**src/pkg/tcp_pkg.sv**
```systemverilog
// Constants for the timer compare and PWM block
package tcp_pkg;
  localparam int CNT_W = 16;
  localparam int CH_N  = 5;
  localparam int REP_W = 7;

  // Register offsets (byte addresses)
  localparam logic [7:0] ADR_CTRL     = 8'h00;
  localparam logic [7:0] ADR_SLAVE    = 8'h04;
  localparam logic [7:0] ADR_IRQ_EN   = 8'h08;
  localparam logic [7:0] ADR_STATUS   = 8'h0C;
  localparam logic [7:0] ADR_EVGEN    = 8'h10;
  localparam logic [7:0] ADR_CH_MODE  = 8'h14;
  localparam logic [7:0] ADR_CH_EN    = 8'h18;
  localparam logic [7:0] ADR_PHASE    = 8'h1C;
  localparam logic [7:0] ADR_COUNTER  = 8'h20;
  localparam logic [7:0] ADR_PRESCALE = 8'h24;
  localparam logic [7:0] ADR_RELOAD   = 8'h28;
  localparam logic [7:0] ADR_REPEAT   = 8'h2C;
  localparam logic [7:0] ADR_REP_LIVE = 8'h30;
  localparam logic [7:0] ADR_CMP0     = 8'h34;
  localparam logic [7:0] ADR_CMPF0    = 8'h48;

  // Control register fields
  localparam int CTRL_CEN  = 0;
  localparam int CTRL_UPDATE_DISABLE_BIT = 1;
  localparam int CTRL_URS  = 2;
  localparam int CTRL_DIR  = 4;
  localparam int CTRL_CMS  = 5;
  localparam int CTRL_RELOAD_PRELOAD_ENABLE = 7;
  // Channel mode field: 6 bits per channel
  localparam int CHM_W    = 6;
  localparam int CHM_MODE = 0;
  localparam int CHM_PE   = 3;
  localparam int CHM_SEL  = 4;
  // Status: bit 0 update flag, bits 5:1 channel flags
  localparam int ST_UPD = 0;

  localparam logic [CNT_W-1:0] RST_RELOAD = 16'hFFFF;

  localparam logic [2:0] OCM_KEEP   = 3'h0;
  localparam logic [2:0] OCM_SET    = 3'h1;
  localparam logic [2:0] OCM_CLR    = 3'h2;
  localparam logic [2:0] OCM_TOGGLE = 3'h3;
  localparam logic [2:0] OCM_FLOW   = 3'h4;
  localparam logic [2:0] OCM_FHIGH  = 3'h5;
  localparam logic [2:0] OCM_PWM1   = 3'h6;
  localparam logic [2:0] OCM_PWM2   = 3'h7;

  localparam logic [1:0] CMS_EDGE = 2'h0;
  localparam logic [1:0] CMS_DOWN = 2'h1;
  localparam logic [1:0] CMS_UP   = 2'h2;
  localparam logic [1:0] SEL_OUT  = 2'h0;
endpackage

```
**src/design/tcp_timer.sv**
```systemverilog
// Timer top: bus registers, time base, repetition and channels
//
// Decided for this implementation: the address map and register access over Wishbone.
`timescale 1ns/1ns
`default_nettype none
// Overview of operation
// - Update event on overflow or underflow only when repetition count is zero
// - Shadow registers reload once every N+1 overflows or underflows, N the repetition value
// - Repetition decrements on overflow up, underflow down, both in center mode
// - Repetition counter spans up to 128 periods; center mode refreshes twice
// - Software or slave update acts at once and reloads repetition count
// - Writing live repetition count shifts where the update flag appears
// - With slave mode 000 software drives enable, direction; update self-clears
// - Counter enable starts prescaler on the internal clock at once
// - Bus sees compare preload; only the shadow copy is compared
// - Mode 101 forces reference high, 100 forces it low
// - Match keeps, sets, clears or toggles output, with polarity applied
// - Match sets channel flag and requests interrupt when enabled
// - Compare shadow loads immediately unless preload enabled, then at update
// - Update event leaves output compare reference unchanged
// - Modes 110 and 111 select PWM 1 and PWM 2 per channel
// - Up PWM1 high below compare; full high above reload; zero low
// - Down PWM1 low above compare; high above reload; no zero duty
// - Center mode when field nonzero; flag direction follows the field
// - Five channels may use a separate compare value while counting down in center mode
// - Center mode counter write of zero or reload sets direction only
// - Update disable blocks updates; request source hides software update flag
// - Center counting goes 0 up to reload-1, then reload down to 1
module tcp_timer #(
  parameter int CH_N  = tcp_pkg::CH_N,
  parameter int CNT_W = tcp_pkg::CNT_W,
  parameter int REP_W = tcp_pkg::REP_W
) (
  input  wire logic            i_core_clk,
  input  wire logic            i_rst,
  input  wire logic            i_wb_cyc,
  input  wire logic            i_wb_stb,
  input  wire logic            i_wb_we,
  input  wire logic [7:0]      i_wb_adr,
  input  wire logic [31:0]     i_wb_dat,
  input  wire logic [3:0]      i_wb_sel,
  input  wire logic            i_slave_update,
  output logic      [31:0]     o_wb_dat,
  output logic                 o_wb_ack,
  output logic      [CH_N-1:0] o_channel_output,
  output logic      [CH_N-1:0] o_compare_reference,
  output logic                 o_irq_request,
  output logic                 o_update_event
);
  logic              ack_ff, nxt_ack;
  logic [31:0]       rdat_ff, nxt_rdat;
  logic              cen_ff, update_disable_bit_ff, urs_ff, dir_ff, reload_preload_enable_ff;
  logic              nxt_cen, nxt_update_disable_bit, nxt_urs, nxt_dir, nxt_reload_preload_enable;
  logic [1:0]        cms_ff, nxt_cms;
  logic [2:0]        sms_ff, nxt_sms;
  logic [CH_N:0]     ie_ff, nxt_ie, sr_ff, nxt_sr, sr_set;
  logic [CH_N*6-1:0] chm_ff, nxt_chm;
  logic [CH_N*2-1:0] cce_ff, nxt_cce;
  logic [CH_N-1:0]   phase_shift_enable_ff, nxt_phase_shift_enable;
  logic [CNT_W-1:0]  cnt_ff, nxt_cnt, psc_ff, nxt_psc, psc_sh_ff, nxt_psc_sh;
  logic [CNT_W-1:0]  pcnt_ff, nxt_pcnt, arr_ff, nxt_arr, arr_sh_ff, nxt_arr_sh;
  logic [REP_W-1:0]  rcr_ff, nxt_rcr, rep_count;
  logic [CNT_W-1:0]  ccr_ff  [CH_N];
  logic [CNT_W-1:0]  nxt_ccr [CH_N];
  logic [CNT_W-1:0]  ccrf_ff [CH_N];
  logic [CNT_W-1:0]  nxt_ccrf [CH_N];
  logic              step_ff, nxt_step, upd_ff, irq_ff, nxt_irq;
  logic              req, wr, tick, ovf, unf, rep_zero, hw_upd, sw_upd, upd;
  logic              ug_wr, cnt_wr, rep_wr;
  logic [31:0]       wval;
  logic [3:0]        lanes;
  logic [CH_N-1:0]   flag_set, ch_ref, ch_out;

  function automatic logic [31:0] lane_merge(input logic [31:0] old_v,
                                             input logic [31:0] new_v,
                                             input logic [3:0]  sel);
    logic [31:0] r;
    r = old_v;
    for (int b = 0; b < 4; b++) begin
      if (sel[b]) begin
        r[b*8 +: 8] = new_v[b*8 +: 8];
      end
    end
    return r;
  endfunction

  tcp_rep_counter #(
    .W (REP_W)
  ) u_rep (
    .i_core_clk         (i_core_clk),
    .i_rst              (i_rst),
    .i_period_end       (ovf || unf),
    .i_reload           (sw_upd),
    .i_live_write       (rep_wr),
    .i_live_value       (wval[REP_W-1:0]),
    .i_repetition_value (rcr_ff),
    .o_count            (rep_count),
    .o_at_zero          (rep_zero)
  );

  genvar g;
  generate
    for (g = 0; g < CH_N; g++) begin : g_ch
      tcp_channel #(
        .W (CNT_W)
      ) u_ch (
        .i_core_clk   (i_core_clk),
        .i_rst        (i_rst),
        .i_step       (step_ff),
        .i_update     (upd),
        .i_cnt        (cnt_ff),
        .i_arr        (arr_sh_ff),
        .i_dir        (dir_ff),
        .i_cms        (cms_ff),
        .i_mode       (chm_ff[g*6+tcp_pkg::CHM_MODE +: 3]),
        .i_preload_en (chm_ff[g*6+tcp_pkg::CHM_PE]),
        .i_sel        (chm_ff[g*6+tcp_pkg::CHM_SEL +: 2]),
        .i_out_en     (cce_ff[g*2]),
        .i_pol        (cce_ff[g*2+1]),
        .i_phase_en   (phase_shift_enable_ff[g]),
        .i_cmp_pre    (ccr_ff[g]),
        .i_cmpf_pre   (ccrf_ff[g]),
        .o_flag_set   (flag_set[g]),
        .o_ref        (ch_ref[g]),
        .o_out        (ch_out[g])
      );
    end
  endgenerate

  always_comb begin
    req    = i_wb_cyc && i_wb_stb && !ack_ff;
    wr     = req && i_wb_we;
    nxt_ack = req;
    wval   = 32'h0000_0000;
    lanes  = i_wb_we ? i_wb_sel : 4'h0;
    nxt_rdat = rdat_ff;
    nxt_cen = cen_ff;
    nxt_update_disable_bit = update_disable_bit_ff;
    nxt_urs = urs_ff;
    nxt_reload_preload_enable = reload_preload_enable_ff;
    nxt_cms = cms_ff;
    nxt_sms = sms_ff;
    nxt_ie = ie_ff;
    nxt_chm = chm_ff;
    nxt_cce = cce_ff;
    nxt_phase_shift_enable = phase_shift_enable_ff;
    nxt_psc = psc_ff;
    nxt_arr = arr_ff;
    nxt_rcr = rcr_ff;
    nxt_ccr = ccr_ff;
    nxt_ccrf = ccrf_ff;
    ug_wr  = 1'b0;
    cnt_wr = 1'b0;
    rep_wr = 1'b0;
    if (req) begin
      case (i_wb_adr)
        tcp_pkg::ADR_CTRL: begin
          wval = lane_merge({24'h000000, reload_preload_enable_ff, cms_ff, dir_ff, 1'b0, urs_ff,
                             update_disable_bit_ff, cen_ff}, i_wb_dat, lanes);
        end
        tcp_pkg::ADR_SLAVE:    wval = lane_merge({29'h0, sms_ff}, i_wb_dat, lanes);
        tcp_pkg::ADR_IRQ_EN:   wval = lane_merge(32'(ie_ff), i_wb_dat, lanes);
        tcp_pkg::ADR_STATUS:   wval = lane_merge(32'h0, i_wb_dat, lanes);
        tcp_pkg::ADR_EVGEN:    wval = lane_merge(32'h0, i_wb_dat, lanes);
        tcp_pkg::ADR_CH_MODE:  wval = lane_merge(32'(chm_ff), i_wb_dat, lanes);
        tcp_pkg::ADR_CH_EN:    wval = lane_merge(32'(cce_ff), i_wb_dat, lanes);
        tcp_pkg::ADR_PHASE:    wval = lane_merge(32'(phase_shift_enable_ff), i_wb_dat, lanes);
        tcp_pkg::ADR_COUNTER:  wval = lane_merge(32'(cnt_ff), i_wb_dat, lanes);
        tcp_pkg::ADR_PRESCALE: wval = lane_merge(32'(psc_ff), i_wb_dat, lanes);
        tcp_pkg::ADR_RELOAD:   wval = lane_merge(32'(arr_ff), i_wb_dat, lanes);
        tcp_pkg::ADR_REPEAT:   wval = lane_merge(32'(rcr_ff), i_wb_dat, lanes);
        tcp_pkg::ADR_REP_LIVE: wval = lane_merge(32'(rep_count), i_wb_dat, lanes);
        default:               wval = 32'h0000_0000;
      endcase
      for (int i = 0; i < CH_N; i++) begin
        if (i_wb_adr == tcp_pkg::ADR_CMP0 + 8'(4*i)) begin
          wval = lane_merge(32'(ccr_ff[i]), i_wb_dat, lanes);
        end
        if (i_wb_adr == tcp_pkg::ADR_CMPF0 + 8'(4*i)) begin
          wval = lane_merge(32'(ccrf_ff[i]), i_wb_dat, lanes);
        end
      end
      // Read data: the current value of the addressed word, zero if unmapped
      nxt_rdat = wval;
      if (i_wb_adr == tcp_pkg::ADR_STATUS) begin
        nxt_rdat = 32'(sr_ff);
      end else if (i_wb_adr == tcp_pkg::ADR_EVGEN) begin
        nxt_rdat = 32'h0000_0000;
      end
    end
    if (wr) begin
      case (i_wb_adr)
        tcp_pkg::ADR_CTRL: begin
          nxt_cen  = wval[tcp_pkg::CTRL_CEN];
          nxt_update_disable_bit = wval[tcp_pkg::CTRL_UPDATE_DISABLE_BIT];
          nxt_urs  = wval[tcp_pkg::CTRL_URS];
          nxt_reload_preload_enable = wval[tcp_pkg::CTRL_RELOAD_PRELOAD_ENABLE];
          nxt_cms  = wval[tcp_pkg::CTRL_CMS +: 2];
        end
        tcp_pkg::ADR_SLAVE:    nxt_sms = wval[2:0];
        tcp_pkg::ADR_IRQ_EN:   nxt_ie = wval[CH_N:0];
        tcp_pkg::ADR_EVGEN:    ug_wr = wval[0];
        tcp_pkg::ADR_CH_MODE:  nxt_chm = wval[CH_N*6-1:0];
        tcp_pkg::ADR_CH_EN:    nxt_cce = wval[CH_N*2-1:0];
        tcp_pkg::ADR_PHASE:    nxt_phase_shift_enable = wval[CH_N-1:0];
        tcp_pkg::ADR_COUNTER:  cnt_wr = 1'b1;
        tcp_pkg::ADR_PRESCALE: nxt_psc = wval[CNT_W-1:0];
        tcp_pkg::ADR_RELOAD:   nxt_arr = wval[CNT_W-1:0];
        tcp_pkg::ADR_REPEAT:   nxt_rcr = wval[REP_W-1:0];
        tcp_pkg::ADR_REP_LIVE: rep_wr = 1'b1;
        default:               nxt_sms = sms_ff;
      endcase
      for (int i = 0; i < CH_N; i++) begin
        // bus writes reach the preload copy
        if (i_wb_adr == tcp_pkg::ADR_CMP0 + 8'(4*i)) begin
          nxt_ccr[i] = wval[CNT_W-1:0];
        end
        if (i_wb_adr == tcp_pkg::ADR_CMPF0 + 8'(4*i)) begin
          nxt_ccrf[i] = wval[CNT_W-1:0];
        end
      end
    end
  end

  always_comb begin
    tick     = cen_ff && (pcnt_ff == psc_sh_ff);
    nxt_pcnt = cen_ff ? (tick ? '0 : pcnt_ff + CNT_W'(1)) : pcnt_ff;
    nxt_cnt  = cnt_ff;
    ovf      = 1'b0;
    unf      = 1'b0;
    if (tick) begin
      if (cms_ff == tcp_pkg::CMS_EDGE) begin
        if (!dir_ff) begin
          if (cnt_ff >= arr_sh_ff) begin
            nxt_cnt = '0;
            ovf     = 1'b1;
          end else begin
            nxt_cnt = cnt_ff + CNT_W'(1);
          end
        end else if (cnt_ff == '0) begin
          nxt_cnt = arr_sh_ff;
          unf     = 1'b1;
        end else begin
          nxt_cnt = cnt_ff - CNT_W'(1);
        end
      end else if (!dir_ff) begin
        if (cnt_ff + CNT_W'(1) >= arr_sh_ff) begin
          nxt_cnt = arr_sh_ff;
          ovf     = 1'b1;
        end else begin
          nxt_cnt = cnt_ff + CNT_W'(1);
        end
      end else if (cnt_ff <= CNT_W'(1)) begin
        nxt_cnt = '0;
        unf     = 1'b1;
      end else begin
        nxt_cnt = cnt_ff - CNT_W'(1);
      end
    end
    hw_upd = (ovf || unf) && rep_zero && !update_disable_bit_ff;
    sw_upd = (ug_wr || i_slave_update) && !update_disable_bit_ff;
    upd    = hw_upd || sw_upd;
    nxt_psc_sh = upd ? psc_ff : psc_sh_ff;
    nxt_arr_sh = (upd || !reload_preload_enable_ff) ? arr_ff : arr_sh_ff;
    nxt_dir    = dir_ff;
    // direction is hardware's in center mode
    if (wr && i_wb_adr == tcp_pkg::ADR_CTRL && cms_ff == tcp_pkg::CMS_EDGE) begin
      nxt_dir = wval[tcp_pkg::CTRL_DIR];
    end
    if (cms_ff != tcp_pkg::CMS_EDGE) begin
      if (ovf) begin
        nxt_dir = 1'b1;
      end else if (unf) begin
        nxt_dir = 1'b0;
      end
    end
    if (sw_upd) begin
      nxt_pcnt = '0;
      nxt_cnt  = (cms_ff == tcp_pkg::CMS_EDGE && dir_ff) ? arr_ff : '0;
    end
    if (cnt_wr) begin
      nxt_cnt = wval[CNT_W-1:0];
      if (cms_ff != tcp_pkg::CMS_EDGE) begin
        if (wval[CNT_W-1:0] == '0) begin
          nxt_dir = 1'b0;
        end else if (wval[CNT_W-1:0] == arr_sh_ff) begin
          nxt_dir = 1'b1;
        end
      end
    end
    nxt_step = tick || sw_upd || cnt_wr;
    // request source hides software update flag
    sr_set = {flag_set, hw_upd || (sw_upd && !urs_ff)};
    nxt_sr = (wr && i_wb_adr == tcp_pkg::ADR_STATUS) ? (sr_ff & ~wval[CH_N:0]) : sr_ff;
    nxt_sr = nxt_sr | sr_set;
    nxt_irq = |(nxt_sr & ie_ff);
  end

  always_ff @(posedge i_core_clk or posedge i_rst) begin
    if (i_rst) begin
      ack_ff    <= 1'b0;
      rdat_ff   <= 32'h0000_0000;
      cen_ff    <= 1'b0;
      update_disable_bit_ff   <= 1'b0;
      urs_ff    <= 1'b0;
      dir_ff    <= 1'b0;
      reload_preload_enable_ff   <= 1'b0;
      cms_ff    <= tcp_pkg::CMS_EDGE;
      sms_ff    <= 3'h0;
      ie_ff     <= '0;
      sr_ff     <= '0;
      chm_ff    <= '0;
      cce_ff    <= '0;
      phase_shift_enable_ff   <= '0;
      cnt_ff    <= '0;
      psc_ff    <= '0;
      psc_sh_ff <= '0;
      pcnt_ff   <= '0;
      arr_ff    <= tcp_pkg::RST_RELOAD;
      arr_sh_ff <= tcp_pkg::RST_RELOAD;
      rcr_ff    <= '0;
      step_ff   <= 1'b0;
      upd_ff    <= 1'b0;
      irq_ff    <= 1'b0;
      for (int i = 0; i < CH_N; i++) begin
        ccr_ff[i]  <= '0;
        ccrf_ff[i] <= '0;
      end
    end else begin
      ack_ff    <= nxt_ack;
      rdat_ff   <= nxt_rdat;
      cen_ff    <= nxt_cen;
      update_disable_bit_ff   <= nxt_update_disable_bit;
      urs_ff    <= nxt_urs;
      dir_ff    <= nxt_dir;
      reload_preload_enable_ff   <= nxt_reload_preload_enable;
      cms_ff    <= nxt_cms;
      sms_ff    <= nxt_sms;
      ie_ff     <= nxt_ie;
      sr_ff     <= nxt_sr;
      chm_ff    <= nxt_chm;
      cce_ff    <= nxt_cce;
      phase_shift_enable_ff   <= nxt_phase_shift_enable;
      cnt_ff    <= nxt_cnt;
      psc_ff    <= nxt_psc;
      psc_sh_ff <= nxt_psc_sh;
      pcnt_ff   <= nxt_pcnt;
      arr_ff    <= nxt_arr;
      arr_sh_ff <= nxt_arr_sh;
      rcr_ff    <= nxt_rcr;
      step_ff   <= nxt_step;
      upd_ff    <= upd;
      irq_ff    <= nxt_irq;
      for (int i = 0; i < CH_N; i++) begin
        ccr_ff[i]  <= nxt_ccr[i];
        ccrf_ff[i] <= nxt_ccrf[i];
      end
    end
  end

  assign o_wb_ack            = ack_ff;
  assign o_wb_dat            = rdat_ff;
  assign o_channel_output    = ch_out;
  assign o_compare_reference = ch_ref;
  assign o_irq_request       = irq_ff;
  assign o_update_event      = upd_ff;
endmodule
`default_nettype wire

```
**src/design/tcp_rep_counter.sv**
```systemverilog
// Repetition down-counter with reload and live write
`timescale 1ns/1ns
`default_nettype none
module tcp_rep_counter #(
  parameter int W = 7
) (
  input  wire logic         i_core_clk,
  input  wire logic         i_rst,
  input  wire logic         i_period_end,
  input  wire logic         i_reload,
  input  wire logic         i_live_write,
  input  wire logic [W-1:0] i_live_value,
  input  wire logic [W-1:0] i_repetition_value,
  output logic      [W-1:0] o_count,
  output logic              o_at_zero
);
  logic [W-1:0] count_ff;
  logic [W-1:0] nxt_count;

  always_comb begin
    nxt_count = count_ff;
    if (i_live_write) begin
      nxt_count = i_live_value;
    end else if (i_reload) begin
      nxt_count = i_repetition_value;
    end else if (i_period_end) begin
      nxt_count = (count_ff == '0) ? i_repetition_value : count_ff - W'(1);
    end
  end

  always_ff @(posedge i_core_clk or posedge i_rst) begin
    if (i_rst) begin
      count_ff <= '0;
    end else begin
      count_ff <= nxt_count;
    end
  end

  assign o_count   = count_ff;
  assign o_at_zero = (count_ff == '0);
endmodule
`default_nettype wire

```
**src/design/tcp_channel.sv**
```systemverilog
// One compare channel: shadow register, reference and output
`timescale 1ns/1ns
`default_nettype none
module tcp_channel #(
  parameter int W = 16
) (
  input  wire logic         i_core_clk,
  input  wire logic         i_rst,
  input  wire logic         i_step,
  input  wire logic         i_update,
  input  wire logic [W-1:0] i_cnt,
  input  wire logic [W-1:0] i_arr,
  input  wire logic         i_dir,
  input  wire logic [1:0]   i_cms,
  input  wire logic [2:0]   i_mode,
  input  wire logic         i_preload_en,
  input  wire logic [1:0]   i_sel,
  input  wire logic         i_out_en,
  input  wire logic         i_pol,
  input  wire logic         i_phase_en,
  input  wire logic [W-1:0] i_cmp_pre,
  input  wire logic [W-1:0] i_cmpf_pre,
  output logic              o_flag_set,
  output logic              o_ref,
  output logic              o_out
);
  logic [W-1:0] cmp_ff, cmpf_ff, nxt_cmp, nxt_cmpf, cmp_use;
  logic         ref_ff, out_ff, nxt_ref, nxt_out, match, pwm1;

  always_comb begin
    nxt_cmp  = (!i_preload_en || i_update) ? i_cmp_pre : cmp_ff;
    nxt_cmpf = (!i_preload_en || i_update) ? i_cmpf_pre : cmpf_ff;
    // down half uses its own value
    cmp_use  = (i_phase_en && i_cms != tcp_pkg::CMS_EDGE && i_dir) ? cmpf_ff : cmp_ff;
    match    = i_step && (i_cnt == cmp_use);
    case (i_cms)
      tcp_pkg::CMS_DOWN: o_flag_set = match && i_dir;
      tcp_pkg::CMS_UP:   o_flag_set = match && !i_dir;
      default:           o_flag_set = match;
    endcase
    if (cmp_use > i_arr) begin
      pwm1 = 1'b1;
    end else if (i_cms == tcp_pkg::CMS_EDGE && i_dir) begin
      pwm1 = (i_cnt <= cmp_use);
    end else begin
      pwm1 = (i_cnt < cmp_use);
    end
    nxt_ref = ref_ff;
    if (i_sel == tcp_pkg::SEL_OUT) begin
      case (i_mode)
        tcp_pkg::OCM_KEEP:   nxt_ref = ref_ff;
        tcp_pkg::OCM_SET:    nxt_ref = match ? 1'b1 : ref_ff;
        tcp_pkg::OCM_CLR:    nxt_ref = match ? 1'b0 : ref_ff;
        tcp_pkg::OCM_TOGGLE: nxt_ref = match ? !ref_ff : ref_ff;
        tcp_pkg::OCM_FLOW:   nxt_ref = 1'b0;
        tcp_pkg::OCM_FHIGH:  nxt_ref = 1'b1;
        tcp_pkg::OCM_PWM1:   nxt_ref = pwm1;
        tcp_pkg::OCM_PWM2:   nxt_ref = !pwm1;
        default:             nxt_ref = ref_ff;
      endcase
    end
    nxt_out = i_out_en && (nxt_ref ^ i_pol);
  end

  always_ff @(posedge i_core_clk or posedge i_rst) begin
    if (i_rst) begin
      cmp_ff  <= '0;
      cmpf_ff <= '0;
      ref_ff  <= 1'b0;
      out_ff  <= 1'b0;
    end else begin
      cmp_ff  <= nxt_cmp;
      cmpf_ff <= nxt_cmpf;
      ref_ff  <= nxt_ref;
      out_ff  <= nxt_out;
    end
  end

  assign o_ref = ref_ff;
  assign o_out = out_ff;
endmodule
`default_nettype wire

```
**config.mk**
```make
export PLATFORM = sky130hd
export DESIGN_NAME = tcp_timer
export DESIGN_NICKNAME = d
export VERILOG_FILES = /design/src/pkg/tcp_pkg.sv /design/src/design/tcp_timer.sv /design/src/design/tcp_rep_counter.sv /design/src/design/tcp_channel.sv
export SDC_FILE = /design/constraint.sdc
export NUM_CORES = 2
export LEC_CHECK = 0
export BUFFER_PORTS_ARGS = -buffer_cell sky130_fd_sc_hd__clkbuf_2
export CORE_MARGIN = 1.5
export CORE_UTILIZATION = 55
export CTS_CLUSTER_SIZE = 30
export DETAILED_ROUTE_END_ITERATION = 12
export PLACE_DENSITY = 0.72
export SYNTH_ARGS = -nofsm -noshare
export SYNTH_HDL_FRONTEND = slang
export SYNTH_SLANG_ARGS = --single-unit
export TNS_END_PERCENT = 30
```
**constraint.sdc**
```tcl
create_clock -name i_core_clk -period 18.55 [get_ports i_core_clk]
set_input_delay 0.9275 -clock i_core_clk [delete_from_list [all_inputs] [get_ports i_core_clk]]
set_output_delay 0.9275 -clock i_core_clk [all_outputs]
set_load 0.02 [all_outputs]
```
==> flow_summary_export.csv <==
group,metric,value,unit
timing,rsz0062_at_grt,"false",
die,start_util,55.9,%
power_and_ir_drop,leakagePower,18.3,nW
final_layout,mostFrequentLayoutCells,"dfrtp_1 (511), nand2_1 (469), o21ai_0 (387), a21oi_1 (273), ha_1 (211)",
critical_path,path_class,"flop to flop",
placed_design,dp_slack,12.27,ns
clock_tree,cts.sinks,543,
final_layout,drive_gt1_share,16.6,%
critical_path,r2r_slack,12.24,ns
critical_path,worstReg2RegEnd,"g_ch[1].u_ch.cmpf_ff[9]",
routing,vias_per_cell,7.07,
power_and_ir_drop,peakVddDrop,0.0000755,V
logic_synthesis,synth-async-reset-ratio,100,%
clock_tree,cts_setup_buffers,0,
die,dieArea,64600,µm²
timing,tightest_slew,1.38,ns
clock_tree,clk_pin_slew,0.06,ns
placed_design,dpl.hpwl,111,mm
critical_path,reg2reg_from,"cnt_ff[3]",
timing,skew,0.0617,ns
power_and_ir_drop,power_density,70.4,nW/µm²
run_status,status,"finished with violations",
routing,drtPass1Iterations,12,
logic_synthesis,syn_area_per_cell,9.41,µm²
clock_tree,clk_latency,0.68,ns
logic_synthesis,synth-edff-count,0,
routing,drc,5,
logic_synthesis,syn-cell-area,34700,µm²
global_route,antenna_found_initial,19,
critical_path,worstSetupStartpointType,"flop",
critical_path,crit_start,"cnt_ff[3]",
timing,setup_ws,12.24,ns
routing,drt-wirelength-per-cell,34.0,µm
routing,antenna_left,0,
die,num_rows,91,
clock_tree,cts_buffers,58,
routing,vias,32159,
logic_synthesis,synth.distinct_cells,93,
critical_path,endpoint_kind,"flop",
logic_synthesis,synth_warnings,0,
logic_synthesis,syn-num-nets,3948,
die,io_pins,95,
global_route,grt.total_usage,47.5,%
clock_tree,cts_tree,"built",
logic_synthesis,netlist_instances,3687,
global_route,grt_max_degree,170,
final_layout,nNetsFinal,3913,
placed_design,placedCellCount,4429,
logic_synthesis,ys_seq_area_share,39.3,%
die,die_w,254,µm
job,maxCapViolCount,0,
logic_synthesis,ys_seq_elements,543,
critical_path,crit_required,19.07,ns
run_status,violations,"DRC",
clock_tree,clock_path_buffers,3,
logic_synthesis,synthFlopType,"dfrtp_1",
placed_design,port_buffers,94,
timing,hold_viol,0,
critical_path,cp.arrival,6.83,ns
die,die_y,254,µm
final_layout,area_growth,9.17,%
clock_tree,cts_root_buf,"clkbuf_16",
die,core_area,62100,µm²
final_layout,final_common_cell,"dfrtp_1",
timing,period_needed,6.31,ns
global_route,grt_pass1_vias,29492,
clock_tree,cts_max_level,2,
timing,fmax,0.159,GHz
clock_tree,cts_hold_buf,0,
timing,fin_tns_setup,0,ns
global_route,grt_first_pass_wirelength,217,mm
final_layout,layoutNonFillerInstCount,4550,
timing,slew_viol_final,0,
routing,drt_iter0_drc,5238,
hold_path,hold_class,"input pin to async pin",
routing,routed_wl,155,mm
critical_path,rr_worst_depth,16,
timing,max_slew_margin,7.84,%
global_route,grt_overflow,0,
placed_design,gp_congestion,1.12,
critical_path,worstPathMaxFanout,32,
timing,finalSetupViolCount,0,
timing,fin_crit_sh,34.0,%
clock_tree,cts_resized,0,
-- area by class of cell --
| class | count | area [µm²] |
|---|---|---|
| Tap cell | 837 | 1050 |
| Clock buffer | 83 | 1700 |
| Sequential cell | 543 | 13600 |
| Timing Repair Buffer | 176 | 1100 |
| Clock inverter | 26 | 422 |
| Antenna cell | 12 | 30.0 |
| Fill cell | 5244 | 24200 |
| Inverter | 131 | 499 |
| Multi-Input combinational cell | 2742 | 19500 |
-- worst max-delay path: stages, from the launching register on --
cell and delay (ns):
dfrtp_1 0.87, and3_1 0.32, nand3_1 0.13, nor2_1 0.24
nand4_1 0.27, nor2_1 0.22, xor2_1 0.25, ha_1 0.19
nand4_1 0.13, nor2_1 0.13, o21ai_0 0.11, a31oi_1 0.64
nor3_1 0.19, o31ai_2 0.42, or4b_1 0.86, and3_2 0.74
mux2_4 0.45
-- Yosys cell counts (38+ instances only) --
cell | number | share of area [%]
dfrtp_1 | 511 | 37
nand2_1 | 471 | 5.1
o21ai_0 | 389 | 5.6
a21oi_1 | 280 | 4.0
ha_1 | 211 | 7.6
mux2_4 | 169 | 7.3
clkbuf_1 | 160 | 1.7
nor2_1 | 137 | 1.5
inv_1 | 129 | 1.4
mux2i_1 | 109 | 3.1
nand3_1 | 84 | 1.2
mux2_2 | 78 | 2.5
nand4_1 | 60 | 1.1
buf_2 | 58 | 0.84
nor3_1 | 51 | 0.74
o22ai_1 | 47 | 0.85
and3_1 | 44 | 0.79
a31oi_1 | 40 | 0.72
a21o_1 | 38 | 0.82
-- routing by layer --
layer | GRT usage [%] | up-vias | part of all wire, %
met5 | 0.226 | - | 0.083
met4 | 27.4 | 16 | 7.0
met3 | 18.2 | 614 | 15
met2 | 64.1 | 2501 | 39
met1 | 64.4 | 15643 | 39
li1 | - | 13385 | -
-- report_power, final --
group / internal, W / total (W) / switching (W)
clock network: 0.000767 / 0.00129 / 0.000525
logic: 0.0000395 / 0.000178 / 0.000138
registers: 0.00119 / 0.00120 / 0.00000842
-- registers in the layout, summed over array words and instances (netlist names), 30 cells and up --
name and cells:
ccr_ff 80, ccrf_ff 80, chm_ff 30, g_ch.u_ch.cmp_ff 80, g_ch.u_ch.cmpf_ff 80, o_wb_dat 32
-- metrics by stage --
stage                     utilization [%]  hold slack, ns  power (W)  instance area, µm²
final                                61.1           0.417    0.00267               37900
after global routing                 61.0           0.508    0.00272               37900
after CTS                            61.0           0.466    0.00266               37900
after detailed placement             57.6           0.469    0.00139               35700
after global placement               57.6           0.461    0.00139               35700
after floorplan                         -           0.444    0.00132               34700
-- kinds of logic (layout without fill, tap and decap cells) --
kind of cell | count (synthesis) | in the layout | share of synthesized area (%)
buffers and inverters | 402 | 416 | 5.26
xor gates and xnor gates | 50 | 50 | 1.26
other | 0 | 12 | 0
muxes | 356 | 356 | 13.0
DFF | 543 | 543 | 39.3
adders and majority gates | 212 | 212 | 7.63
and+or+nand+nor | 1030 | 1030 | 14.5
AOI/OAI and AO/OA | 1094 | 1094 | 19.1
-- worst max path at each step --
stage,slack [ns],end
final,12.24,g_ch[1].u_ch.cmpf_ff[9]
after global routing,12.00,g_ch[1].u_ch.cmpf_ff[0]
after CTS,12.54,g_ch[1].u_ch.cmpf_ff[9]
after detailed placement,12.27,o_irq_request
after global placement,12.12,o_irq_request
after floorplan,2.50,cce_ff[0]
No activity file was read; power rests on OpenSTA's default activity.
